### src/design/usb_irq_regs.svh
`ifndef USB_IRQ_REGS_SVH
`define USB_IRQ_REGS_SVH

// register byte addresses
`define IRQ_STATUS_ADDR 16'h0310
`define IRQ_ENABLE_ADDR 16'h0314

// bit positions shared by status and enable
`define BIT_ISO_DONE 9
`define BIT_ASYNC_DONE 8
`define BIT_PERIODIC_DONE 7
`define BIT_CLOCK_STABLE 6
`define BIT_SUSPEND 5
`define BIT_RSV4 4
`define BIT_DMA_END 3
`define BIT_RSV2 2
`define BIT_FRAME_START 1
`define BIT_RSV0 0

// writable event bits 9..5, 3, 1
`define EVENT_BITS_MASK 32'h000003EA
// reserved status bits that settle to one
`define RSV_SETTLE_MASK 32'h00000005
`define REG_RESET_VALUE 32'h00000000

// settle time of reserved status bits, in ns, and clock period in ns
`define RSV_SETTLE_NS 1000
`define SYS_CLK_PERIOD_NS 20
`define RSV_SETTLE_CYCLES ((`RSV_SETTLE_NS + `SYS_CLK_PERIOD_NS - 1) / `SYS_CLK_PERIOD_NS)

`endif

### src/design/usb_irq_pkg.sv
package usb_irq_pkg;

  // one processor bus request
  typedef struct packed {
    logic sel;
    logic wr;
    logic rd;
    logic [15:0] addr;
    logic [31:0] wdata;
  } bus_req_t;

  // single-cycle event pulses from the controller core
  typedef struct packed {
    logic dma_end;
    logic frame_start;
  } core_event_t;

endpackage : usb_irq_pkg

### src/design/usb_host_irq_status_enable.sv
`timescale 1ns/1ps
`include "usb_irq_regs.svh"
// Notes on behaviour
// RQ1 - clock-stable flag reads one after its event
// RQ2 - suspend flag bit 5 set on suspend entry
// RQ3 - access while suspended wakes for programmed duration
// RQ4 - reserved status bits 2,0 rise after settling
// RQ5 - software writes reset value to status bit 4
// RQ6 - dma end flag bit 3 set on completion
// RQ7 - frame start flag bit 1 set per event
// RQ8 - flag drives irq only when enabled
// RQ9 - enable register 0314h, bits reset zero, read/write
// RQ10 - software writes zero to reserved enable bits
// RQ11 - iso enable bit 9 gates iso completion
// RQ12 - async enable bit 8 gates async completion
// RQ13 - periodic enable bit 7 gates periodic completion
// RQ14 - status register 0310h, all bits reset zero
// RQ15 - group done on completion or mask match
// RQ16 - clock-stable raised when clocks run stable
// RQ17 - mask bits map one-to-one onto descriptors
// RQ18 - irq is or of flag and enable
// RQ19 - flags cleared only by writing one

////////////////////////////////////////////////////////////////////////////////
// completion detector for one group of transfer descriptors
module descriptor_group_done #(
  parameter int N_DESC = 32
) (
  input wire logic sys_clk,
  input wire logic rst_n,
  input wire logic [N_DESC-1:0] desc_done,
  input wire logic [N_DESC-1:0] mask_and,
  input wire logic [N_DESC-1:0] mask_or,
  output logic group_hit
);
  logic [N_DESC-1:0] done_map;
  logic [N_DESC-1:0] next_done_map;
  logic and_met;
  logic or_met;
  logic no_mask;

  // accumulated map, needed because an and-group completes over many cycles
  assign next_done_map = done_map | desc_done;
  assign and_met = (|mask_and) && ((next_done_map & mask_and) == mask_and); // RQ17
  assign or_met = |(desc_done & mask_or); // RQ17
  assign no_mask = ~(|mask_and) && ~(|mask_or);

  // done map clears once an and-group has fired
  always_ff @(posedge sys_clk) begin
    if (!rst_n) begin
      done_map <= '0;
    end else if (and_met) begin
      done_map <= '0;
    end else begin
      done_map <= next_done_map;
    end
  end

  // with no mask set every completion counts
  assign group_hit = and_met || or_met || (no_mask && (|desc_done)); // RQ15
endmodule : descriptor_group_done

////////////////////////////////////////////////////////////////////////////////
module usb_host_irq_status_enable #(
  parameter int N_DESC = 32,
  parameter int WAKE_W = 16
) (
  input wire logic sys_clk,
  input wire logic rst_n,
  input wire usb_irq_pkg::bus_req_t bus_req,
  output logic [31:0] bus_rdata,
  output logic bus_rvalid,
  input wire logic [N_DESC-1:0] iso_desc_done,
  input wire logic [N_DESC-1:0] iso_mask_and,
  input wire logic [N_DESC-1:0] iso_mask_or,
  input wire logic [N_DESC-1:0] async_desc_done,
  input wire logic [N_DESC-1:0] async_mask_and,
  input wire logic [N_DESC-1:0] async_mask_or,
  input wire logic [N_DESC-1:0] periodic_desc_done,
  input wire logic [N_DESC-1:0] periodic_mask_and,
  input wire logic [N_DESC-1:0] periodic_mask_or,
  input wire usb_irq_pkg::core_event_t core_event,
  input wire logic clocks_stable,
  input wire logic suspend_active,
  input wire logic [WAKE_W-1:0] wake_duration,
  output logic wake_hold,
  output logic irq
);
  localparam logic [15:0] SETTLE_CYCLES = 16'(`RSV_SETTLE_CYCLES);

  logic [31:0] interrupt_status;
  logic [31:0] interrupt_enable;
  logic [31:0] event_set;
  logic [31:0] clear_bits;
  logic [31:0] rsv_bits;
  logic [15:0] settle_cnt;
  logic [WAKE_W-1:0] wake_cnt;
  logic clocks_stable_q;
  logic suspend_q;
  logic iso_hit;
  logic async_hit;
  logic periodic_hit;
  logic wr_status;
  logic wr_enable;
  logic rd_any;

  ////////////////////////////////////////////////////////////////////////////////
  // one detector per descriptor group
  descriptor_group_done #(.N_DESC(N_DESC)) u_iso (
    .sys_clk(sys_clk),
    .rst_n(rst_n),
    .desc_done(iso_desc_done),
    .mask_and(iso_mask_and),
    .mask_or(iso_mask_or),
    .group_hit(iso_hit)
  );

  descriptor_group_done #(.N_DESC(N_DESC)) u_async (
    .sys_clk(sys_clk),
    .rst_n(rst_n),
    .desc_done(async_desc_done),
    .mask_and(async_mask_and),
    .mask_or(async_mask_or),
    .group_hit(async_hit)
  );

  descriptor_group_done #(.N_DESC(N_DESC)) u_periodic (
    .sys_clk(sys_clk),
    .rst_n(rst_n),
    .desc_done(periodic_desc_done),
    .mask_and(periodic_mask_and),
    .mask_or(periodic_mask_or),
    .group_hit(periodic_hit)
  );

  ////////////////////////////////////////////////////////////////////////////////
  // bus decode
  assign wr_status = bus_req.sel && bus_req.wr && (bus_req.addr == `IRQ_STATUS_ADDR);
  assign wr_enable = bus_req.sel && bus_req.wr && (bus_req.addr == `IRQ_ENABLE_ADDR);
  assign rd_any = bus_req.sel && bus_req.rd;

  // level edges for clock-stable and suspend entry
  always_ff @(posedge sys_clk) begin
    if (!rst_n) begin
      clocks_stable_q <= 1'b0;
      suspend_q <= 1'b0;
    end else begin
      clocks_stable_q <= clocks_stable;
      suspend_q <= suspend_active;
    end
  end

  // event vector in status bit order
  always_comb begin
    event_set = '0;
    event_set[`BIT_ISO_DONE] = iso_hit;
    event_set[`BIT_ASYNC_DONE] = async_hit;
    event_set[`BIT_PERIODIC_DONE] = periodic_hit;
    event_set[`BIT_CLOCK_STABLE] = clocks_stable && !clocks_stable_q; // RQ16
    event_set[`BIT_SUSPEND] = suspend_active && !suspend_q; // RQ2
    event_set[`BIT_DMA_END] = core_event.dma_end; // RQ6
    event_set[`BIT_FRAME_START] = core_event.frame_start; // RQ7
  end

  // write-one-to-clear; bit 4 is never stored, so any value written is harmless
  assign clear_bits = wr_status ? (bus_req.wdata & `EVENT_BITS_MASK) : '0; // RQ19

  ////////////////////////////////////////////////////////////////////////////////
  // sticky flags, a new event wins over a clear in the same cycle
  always_ff @(posedge sys_clk) begin
    if (!rst_n) begin
      interrupt_status <= `REG_RESET_VALUE; // RQ14
    end else begin
      interrupt_status <= ((interrupt_status & ~clear_bits) | event_set) & `EVENT_BITS_MASK; // RQ1 RQ19
    end
  end

  // enable register; reserved bits are dropped so they read zero
  always_ff @(posedge sys_clk) begin
    if (!rst_n) begin
      interrupt_enable <= `REG_RESET_VALUE; // RQ9
    end else if (wr_enable) begin
      interrupt_enable <= bus_req.wdata & `EVENT_BITS_MASK; // RQ9 RQ10
    end
  end

  // reserved status bits settle to one a short time after reset
  always_ff @(posedge sys_clk) begin
    if (!rst_n) begin
      settle_cnt <= 16'h0000;
    end else if (settle_cnt != SETTLE_CYCLES) begin
      settle_cnt <= settle_cnt + 16'h0001;
    end
  end
  assign rsv_bits = (settle_cnt == SETTLE_CYCLES) ? `RSV_SETTLE_MASK : 32'h00000000; // RQ4

  ////////////////////////////////////////////////////////////////////////////////
  // registered read port, unmapped addresses read zero
  always_ff @(posedge sys_clk) begin
    if (!rst_n) begin
      bus_rdata <= 32'h00000000;
      bus_rvalid <= 1'b0;
    end else begin
      bus_rvalid <= rd_any;
      if (rd_any && bus_req.addr == `IRQ_STATUS_ADDR) begin
        bus_rdata <= interrupt_status | rsv_bits; // RQ4
      end else if (rd_any && bus_req.addr == `IRQ_ENABLE_ADDR) begin
        bus_rdata <= interrupt_enable;
      end else begin
        bus_rdata <= 32'h00000000;
      end
    end
  end

  // wake hold, reloaded on any register access while suspended
  always_ff @(posedge sys_clk) begin
    if (!rst_n) begin
      wake_cnt <= '0;
      wake_hold <= 1'b0;
    end else if (bus_req.sel && (bus_req.rd || bus_req.wr) && suspend_active) begin
      wake_cnt <= wake_duration; // RQ3
      wake_hold <= (wake_duration != '0); // RQ3
    end else if (wake_cnt != '0) begin
      wake_cnt <= wake_cnt - WAKE_W'(1);
      wake_hold <= (wake_cnt != WAKE_W'(1));
    end else begin
      wake_hold <= 1'b0;
    end
  end

  // irq line; one cycle later than the flag, kept registered for a clean pin
  always_ff @(posedge sys_clk) begin
    if (!rst_n) begin
      irq <= 1'b0;
    end else begin
      irq <= |(interrupt_status & interrupt_enable); // RQ8 RQ11 RQ12 RQ13 RQ18
    end
  end
endmodule : usb_host_irq_status_enable

### config.mk
export PLATFORM = sky130hd
export DESIGN_NAME = usb_host_irq_status_enable
export DESIGN_NICKNAME = d
export VERILOG_FILES = /design/src/design/usb_irq_pkg.sv /design/src/design/usb_host_irq_status_enable.sv
export VERILOG_INCLUDE_DIRS = /design/src /design/src/design
export SDC_FILE = /design/constraint.sdc
export NUM_CORES = 1
export LEC_CHECK = 0
export BUFFER_PORTS_ARGS = -buffer_cell sky130_fd_sc_hd__buf_2
export CAP_MARGIN = 10
export CORE_AREA = 2 2 152 154
export DETAILED_ROUTE_END_ITERATION = 16
export DIE_AREA = 0 0 154 156
export PLACE_DENSITY_LB_ADDON = 0.2
export SLEW_MARGIN = 20
export SYNTH_ARGS = -nofsm -noshare
export SYNTH_HDL_FRONTEND = slang
export SYNTH_SLANG_ARGS = --single-unit
### constraint.sdc
create_clock -name sys_clk -period 2.4 [get_ports sys_clk]
set_input_delay 0.36 -clock sys_clk [delete_from_list [all_inputs] [get_ports sys_clk]]
set_output_delay 0.36 -clock sys_clk [all_outputs]
set_load 0.01 [all_outputs]
Yosys cells after proc, flatten, opt, wreduce, memory -nomap -nowiden
Cells that the tools add are included. Widths: inputs -> output; s select.

Add/subtract/negate cells: 2. Equality and inequality tests: 8. Mux-type cells: 8. Bitwise logic cells: 21. Reductions and logical operators: 47.

Operator list (count): $reduce_or 32->1 (13); $and 32x32->32 (6); $eq 32x32->1 (3); $or 32x32->32 (3); $eq 16x10->1 const B (2); $mux 16 (2); $mux 32 (1); $reduce_bool 16->1 (2); $and 10x10->10 (2); $mux 10 (2); $logic_and 1x1->1 (19); $add 16x1->16 const B (1); $eq 16x6->1 const B (1); $ne 16x1->1 const B (1); $ne 16x6->1 const B (1); $sub 16x1->16 const B (1); $not 10->10 (1); $or 10x10->10 (1); $or 10x3->10 (1); $logic_or 1x1->1 (7); $not 1->1 (7); $reduce_or 2->1 (3); $mux 3 (1); $logic_not 1->1 (2); 2 further kinds (3).

Bits in registers: 179. Bits of input ports: 361. Output and inout bits: 35. Logic and storage cells: 99.

Longest topological paths before layout
Depth in word-level cells: 7. Mapped depth: 7. Depth with buffers taken out: 6.

Cells and area by module
Synthesis repeated with hierarchy kept, for this count alone.

Cells, all modules: 912. Area, all modules: 7687.4 µm².

Modules (own cells, without submodules): descriptor_group_done (instances 3, cells an instance 187, area each 1577.8 µm², seq. area each 640.6 µm²); usb_host_irq_status_enable (instances 1, cells an instance 351, area each 2954.1 µm², seq. area each 1181.1 µm²).

Worst setup path before layout
Ideal clock, no wire load.

Kind: input port to flip-flop. From: input async_mask_or[9]. To: register interrupt_status[8]. Library setup time: 0.125 ns. Arrival: 1.686 ns. Data required time: 2.275 ns. Path slack: 0.589 ns. Stages on the path: 5. Buffers on the path: 0. Cell sequence: a22o_1 -> a221oi_1 -> nand3_1 -> or4_1 -> o41a_1.

Word-level cells in the longest chain between the ends: 6. Elaborated cells between the ends (all ways): 9. Classes of those cells: 3 x bitwise; 6 x reduce/logical.

Ends and longest elaborated chain: start: declaration (line usb_host_irq_status_enable.sv:78) `input wire logic [N_DESC-1:0] async_mask_or,`; $reduce_or 32->1 (line usb_host_irq_status_enable.sv:46) `assign no_mask = ~(|mask_and) && ~(|mask_or);`; $not 1->1 (line usb_host_irq_status_enable.sv:46); $logic_and 1x1->1 (line usb_host_irq_status_enable.sv:46); $logic_and 1x1->1 (line usb_host_irq_status_enable.sv:60) `assign group_hit = and_met || or_met || (no_mask && (|desc_done));`; $logic_or 1x1->1 (*) (line usb_host_irq_status_enable.sv:60); $or 10x10->10 (*) (line usb_host_irq_status_enable.sv:174) `` interrupt_status <= ((interrupt_status & ~clear_bits) | event_set) & `EVENT_BITS_MASK; ``; end signal: assignment (line usb_host_irq_status_enable.sv:172) `` interrupt_status <= `REG_RESET_VALUE; ``; end signal: assignment (line usb_host_irq_status_enable.sv:174); end: declaration (line usb_host_irq_status_enable.sv:91) `logic [31:0] interrupt_status;`.

Mark *: on every way between the ends. The rest lies on a longest branch, timed or not. A chain may end at the register's enable or synchronous reset.

Worst setup path in the final report
From: register u_periodic.done_map[30]. To: register u_periodic.done_map[25].

Word-level cells in the longest chain between the ends: 5.

Ends and longest elaborated chain: start: declaration (line usb_host_irq_status_enable.sv:36) `logic [N_DESC-1:0] done_map;`; start signal: assignment (line usb_host_irq_status_enable.sv:55) `done_map <= next_done_map;`; $or 32x32->32 (line usb_host_irq_status_enable.sv:43) `assign next_done_map = done_map | desc_done;`; $and 32x32->32 (line usb_host_irq_status_enable.sv:44) `assign and_met = (|mask_and) && ((next_done_map & mask_and) == mask_and);`; $eq 32x32->1 (line usb_host_irq_status_enable.sv:44); $logic_and 1x1->1 (line usb_host_irq_status_enable.sv:44); $reduce_or 2->1 (no source line).

Every way passes these cells.

==> flow_summary.toml <==
[finish]
fin_area_sq_mm = 0.0103
finalCoreUtilization_pct = 46.1
fin_nets = 1630
drive_gt1_share_pct = 32.9
fillers = 2275
syn_to_final_growth_pct = 36.2

[critical_path]
r2r-end = "u_periodic.done_map[25]"
rrSetupSlack_ns = 0.35
timing.rr.start = "u_periodic.done_map[30]"
start_kind = "flip-flop"
cp-end-kind = "flip-flop"
cp-endpoint = "u_periodic.done_map[25]"
crit_required_ns = 2.72
critPathArrivalTime_ns = 2.37
crit_fanout = 11
crit_type = "flip-flop to flip-flop"
r2r.worst_path.cells = 6
startpoint = "u_periodic.done_map[30]"

[synth]
yosysWarnings = 0
ys.flop_type = "dfxtp_1"
netlist_instances = 896
async_reset_ff_share_pct = 0
synthesis.area_sq_mm = 0.00757
synth_top_area_cell = "dfxtp_1"
yosysUniqueCellTypes = 55
synthTopCellsByCount = "nor2_1, dfxtp_1, nor4_1"
seq_area_frac_synth_pct = 41.0
synthTopCellsByArea = "dfxtp_1, nor2_1, nor3b_1"
syn_area_per_cell_sq_um = 8.45
synth_edf_count = 0
synth.most_common_cell = "nor2_1"
yosys.area.top_type_share_pct = 41.0
ys_ff_latch = 155

[cts]
cts_setup_buffers = 0
clock_sinks = 155
cts-htree-levels = 4
cts_buffer_depth = 2
cts_root_buffer = "clkbuf_16"
cts-resized-gates = 0
cts_buffers = 17
ctsHoldBuffers = 0
clkLatencyLatePin_ns = 0.42
clk_pin_slew_ns = 0.07
cts_tree = "built"

[drt]
route.detailed.drc = 0
wl_mm = 30.1
routed-via-count = 8380
antenna_left = 0
drt-initial-drc-count = 485
avgViaCountPerCell = 5.36
avgRoutedWirePerCell_um = 19.3
first_pass_iters = 5

[die]
initial_core_util_pct = 33.9
pin_count = 396
die_h_um = 156
num_rows = 55
coreArea_sq_mm = 0.0224
die_w_um = 154
die_area_sq_mm = 0.0240

[sta]
slew_violations = 0
rsz0062_at_grt = "false"
worst_pin_slew_ns = 0.643
maxSlewHeadroom_pct = 56.0
finalSetupViolCount = 0
setup-tns-final_ns = 0
max_freq_ghz = 0.488
hold_viol_final = 0
fin_worst_skew_ns = 0.0120
layout_min_cycle_time_ns = 2.05
period_share_pct = 85.4

[global_routing]
grt.total_usage_pct = 24.5
grt_max_degree = 40
grt_pass1_vias = 8322
antenna_found_initial = 4
grt-ovfl-total = 0
grt_pass1_wl_mm = 45.3

[run_status]
status = "finished, final reports clean"

[placed_design]
io_buffers = 347
place_area_sq_mm = 0.00971
gp_congestion = 0.949
place_hpwl_mm = 24.9

[power]
power_leakage_nw = 4.42
total_power_mw = 7.71
peakVddDrop_v = 0.000378
p_per_area_mw_per_mm2 = 748

[min_path]
min_path_type = "primary input to flip-flop"

[flow_run]
cap_violations = 0
-- cell usage in the layout, fill, tap and decap left out, types with 7 or more instances in the layout --
master     instances
a2111oi_0         24
a21oi_1            8
a221oi_1           8
a22o_1            12
a22oi_1           33
buf_2            347
buf_4             21
clkbuf_16         17
conb_1            23
dfxtp_1          155
inv_1              7
mux2i_1            7
nand2_1           14
nand3_1           31
nand4_1           32
nor2_1           240
nor3_1            13
nor3b_1           72
nor4_1            82
o21ai_0            7
xnor2_1           12
xor2_1            15
-- through the flow --
| stage | setup slack, ns | hold WS (ns) | instances |
|---|---|---|---|
| global placement | 0.109 | 0.443 | 1530 |
| global route | 0.151 | 0.126 | 1562 |
| finish | 0.351 | 0.142 | 1564 |
| detailed placement | 0.101 | 0.451 | 1530 |
| CTS | 0.304 | 0.125 | 1561 |
| floorplan | 0.589 | 0.434 | 918 |
-- final cells by class --
type | count | area (sq um) | area share [%]
diodes | 3 | 7.51 | 0.0728
clock buffers | 20 | 457 | 4.43
clock inverters | 11 | 143 | 1.38
inverters | 7 | 26.3 | 0.255
multi-input cells | 713 | 4290 | 41.6
flip-flops and latches | 155 | 3100 | 30.1
well taps | 285 | 357 | 3.46
repair buffers | 370 | 1930 | 18.8
-- routing by layer --
layer / vias up / part of all wire (%) / track usage [%]
li1: 4057 / - / -
met1: 3886 / 43 / 30.7
met2: 382 / 48 / 41.1
met3: 53 / 7.0 / 5.56
met4: 2 / 2.5 / 9.35
met5: - / 0.030 / 0
-- sequential cells by signal, indices dropped and copies added, names as in the netlist --
| name | cells |
|---|---|
| u_iso.done_map | 32 |
| u_async.done_map | 32 |
| wake_hold | 1 |
| settle_cnt | 16 |
| bus_rvalid | 1 |
| interrupt_status | 7 |
| irq | 1 |
| interrupt_enable | 7 |
| clocks_stable_q | 1 |
| suspend_q | 1 |
| bus_rdata | 8 |
| wake_cnt | 16 |
| u_periodic.done_map | 32 |
-- kinds of logic after synthesis --
family                     count (synthesis)  share of synthesized area (%)
and+or+nand+nor                          524                           36.6
DFF                                      155                           41.0
AOI/OAI and AO/OA                        127                           13.7
buffers and inverters                     50                           3.85
xor gates and xnor gates                  27                           3.12
muxes                                      7                          0.926
adders and majority gates                  5                          0.826
other                                      1                         0.0495
-- critical path, cell delays in order, from the launching register on --
cell	delay, ns
dfxtp_1	0.36
nor3b_1	0.08
a2111oi_0	0.58
nand4_1	0.28
o31ai_4	0.35
buf_4	0.24
nor2_1	0.06
-- worst min-delay path by stage --
stage	startpoint	to	slack [ns]	cells after the start
4_1_cts	core_event[0]	interrupt_status[1]	0.12	2
2_1_floorplan	u_async.done_map[12]	u_async.done_map[12]	0.43	2
6_report	core_event[0]	interrupt_status[1]	0.14	2
3_5_place_dp	u_async.done_map[4]	u_async.done_map[4]	0.45	2
5_1_grt	core_event[1]	interrupt_status[3]	0.13	2
3_3_place_gp	u_async.done_map[26]	u_async.done_map[26]	0.44	2
-- report_power, final --
| part | internal, mW | leakage, nW | switching [mW] |
|---|---|---|---|
| Combinational | 0.884 | 2.84 | 0.974 |
| Clock | 1.68 | 0.292 | 1.12 |
| Sequential | 2.83 | 1.29 | 0.225 |
No activity file was read; power rests on OpenSTA's default activity.
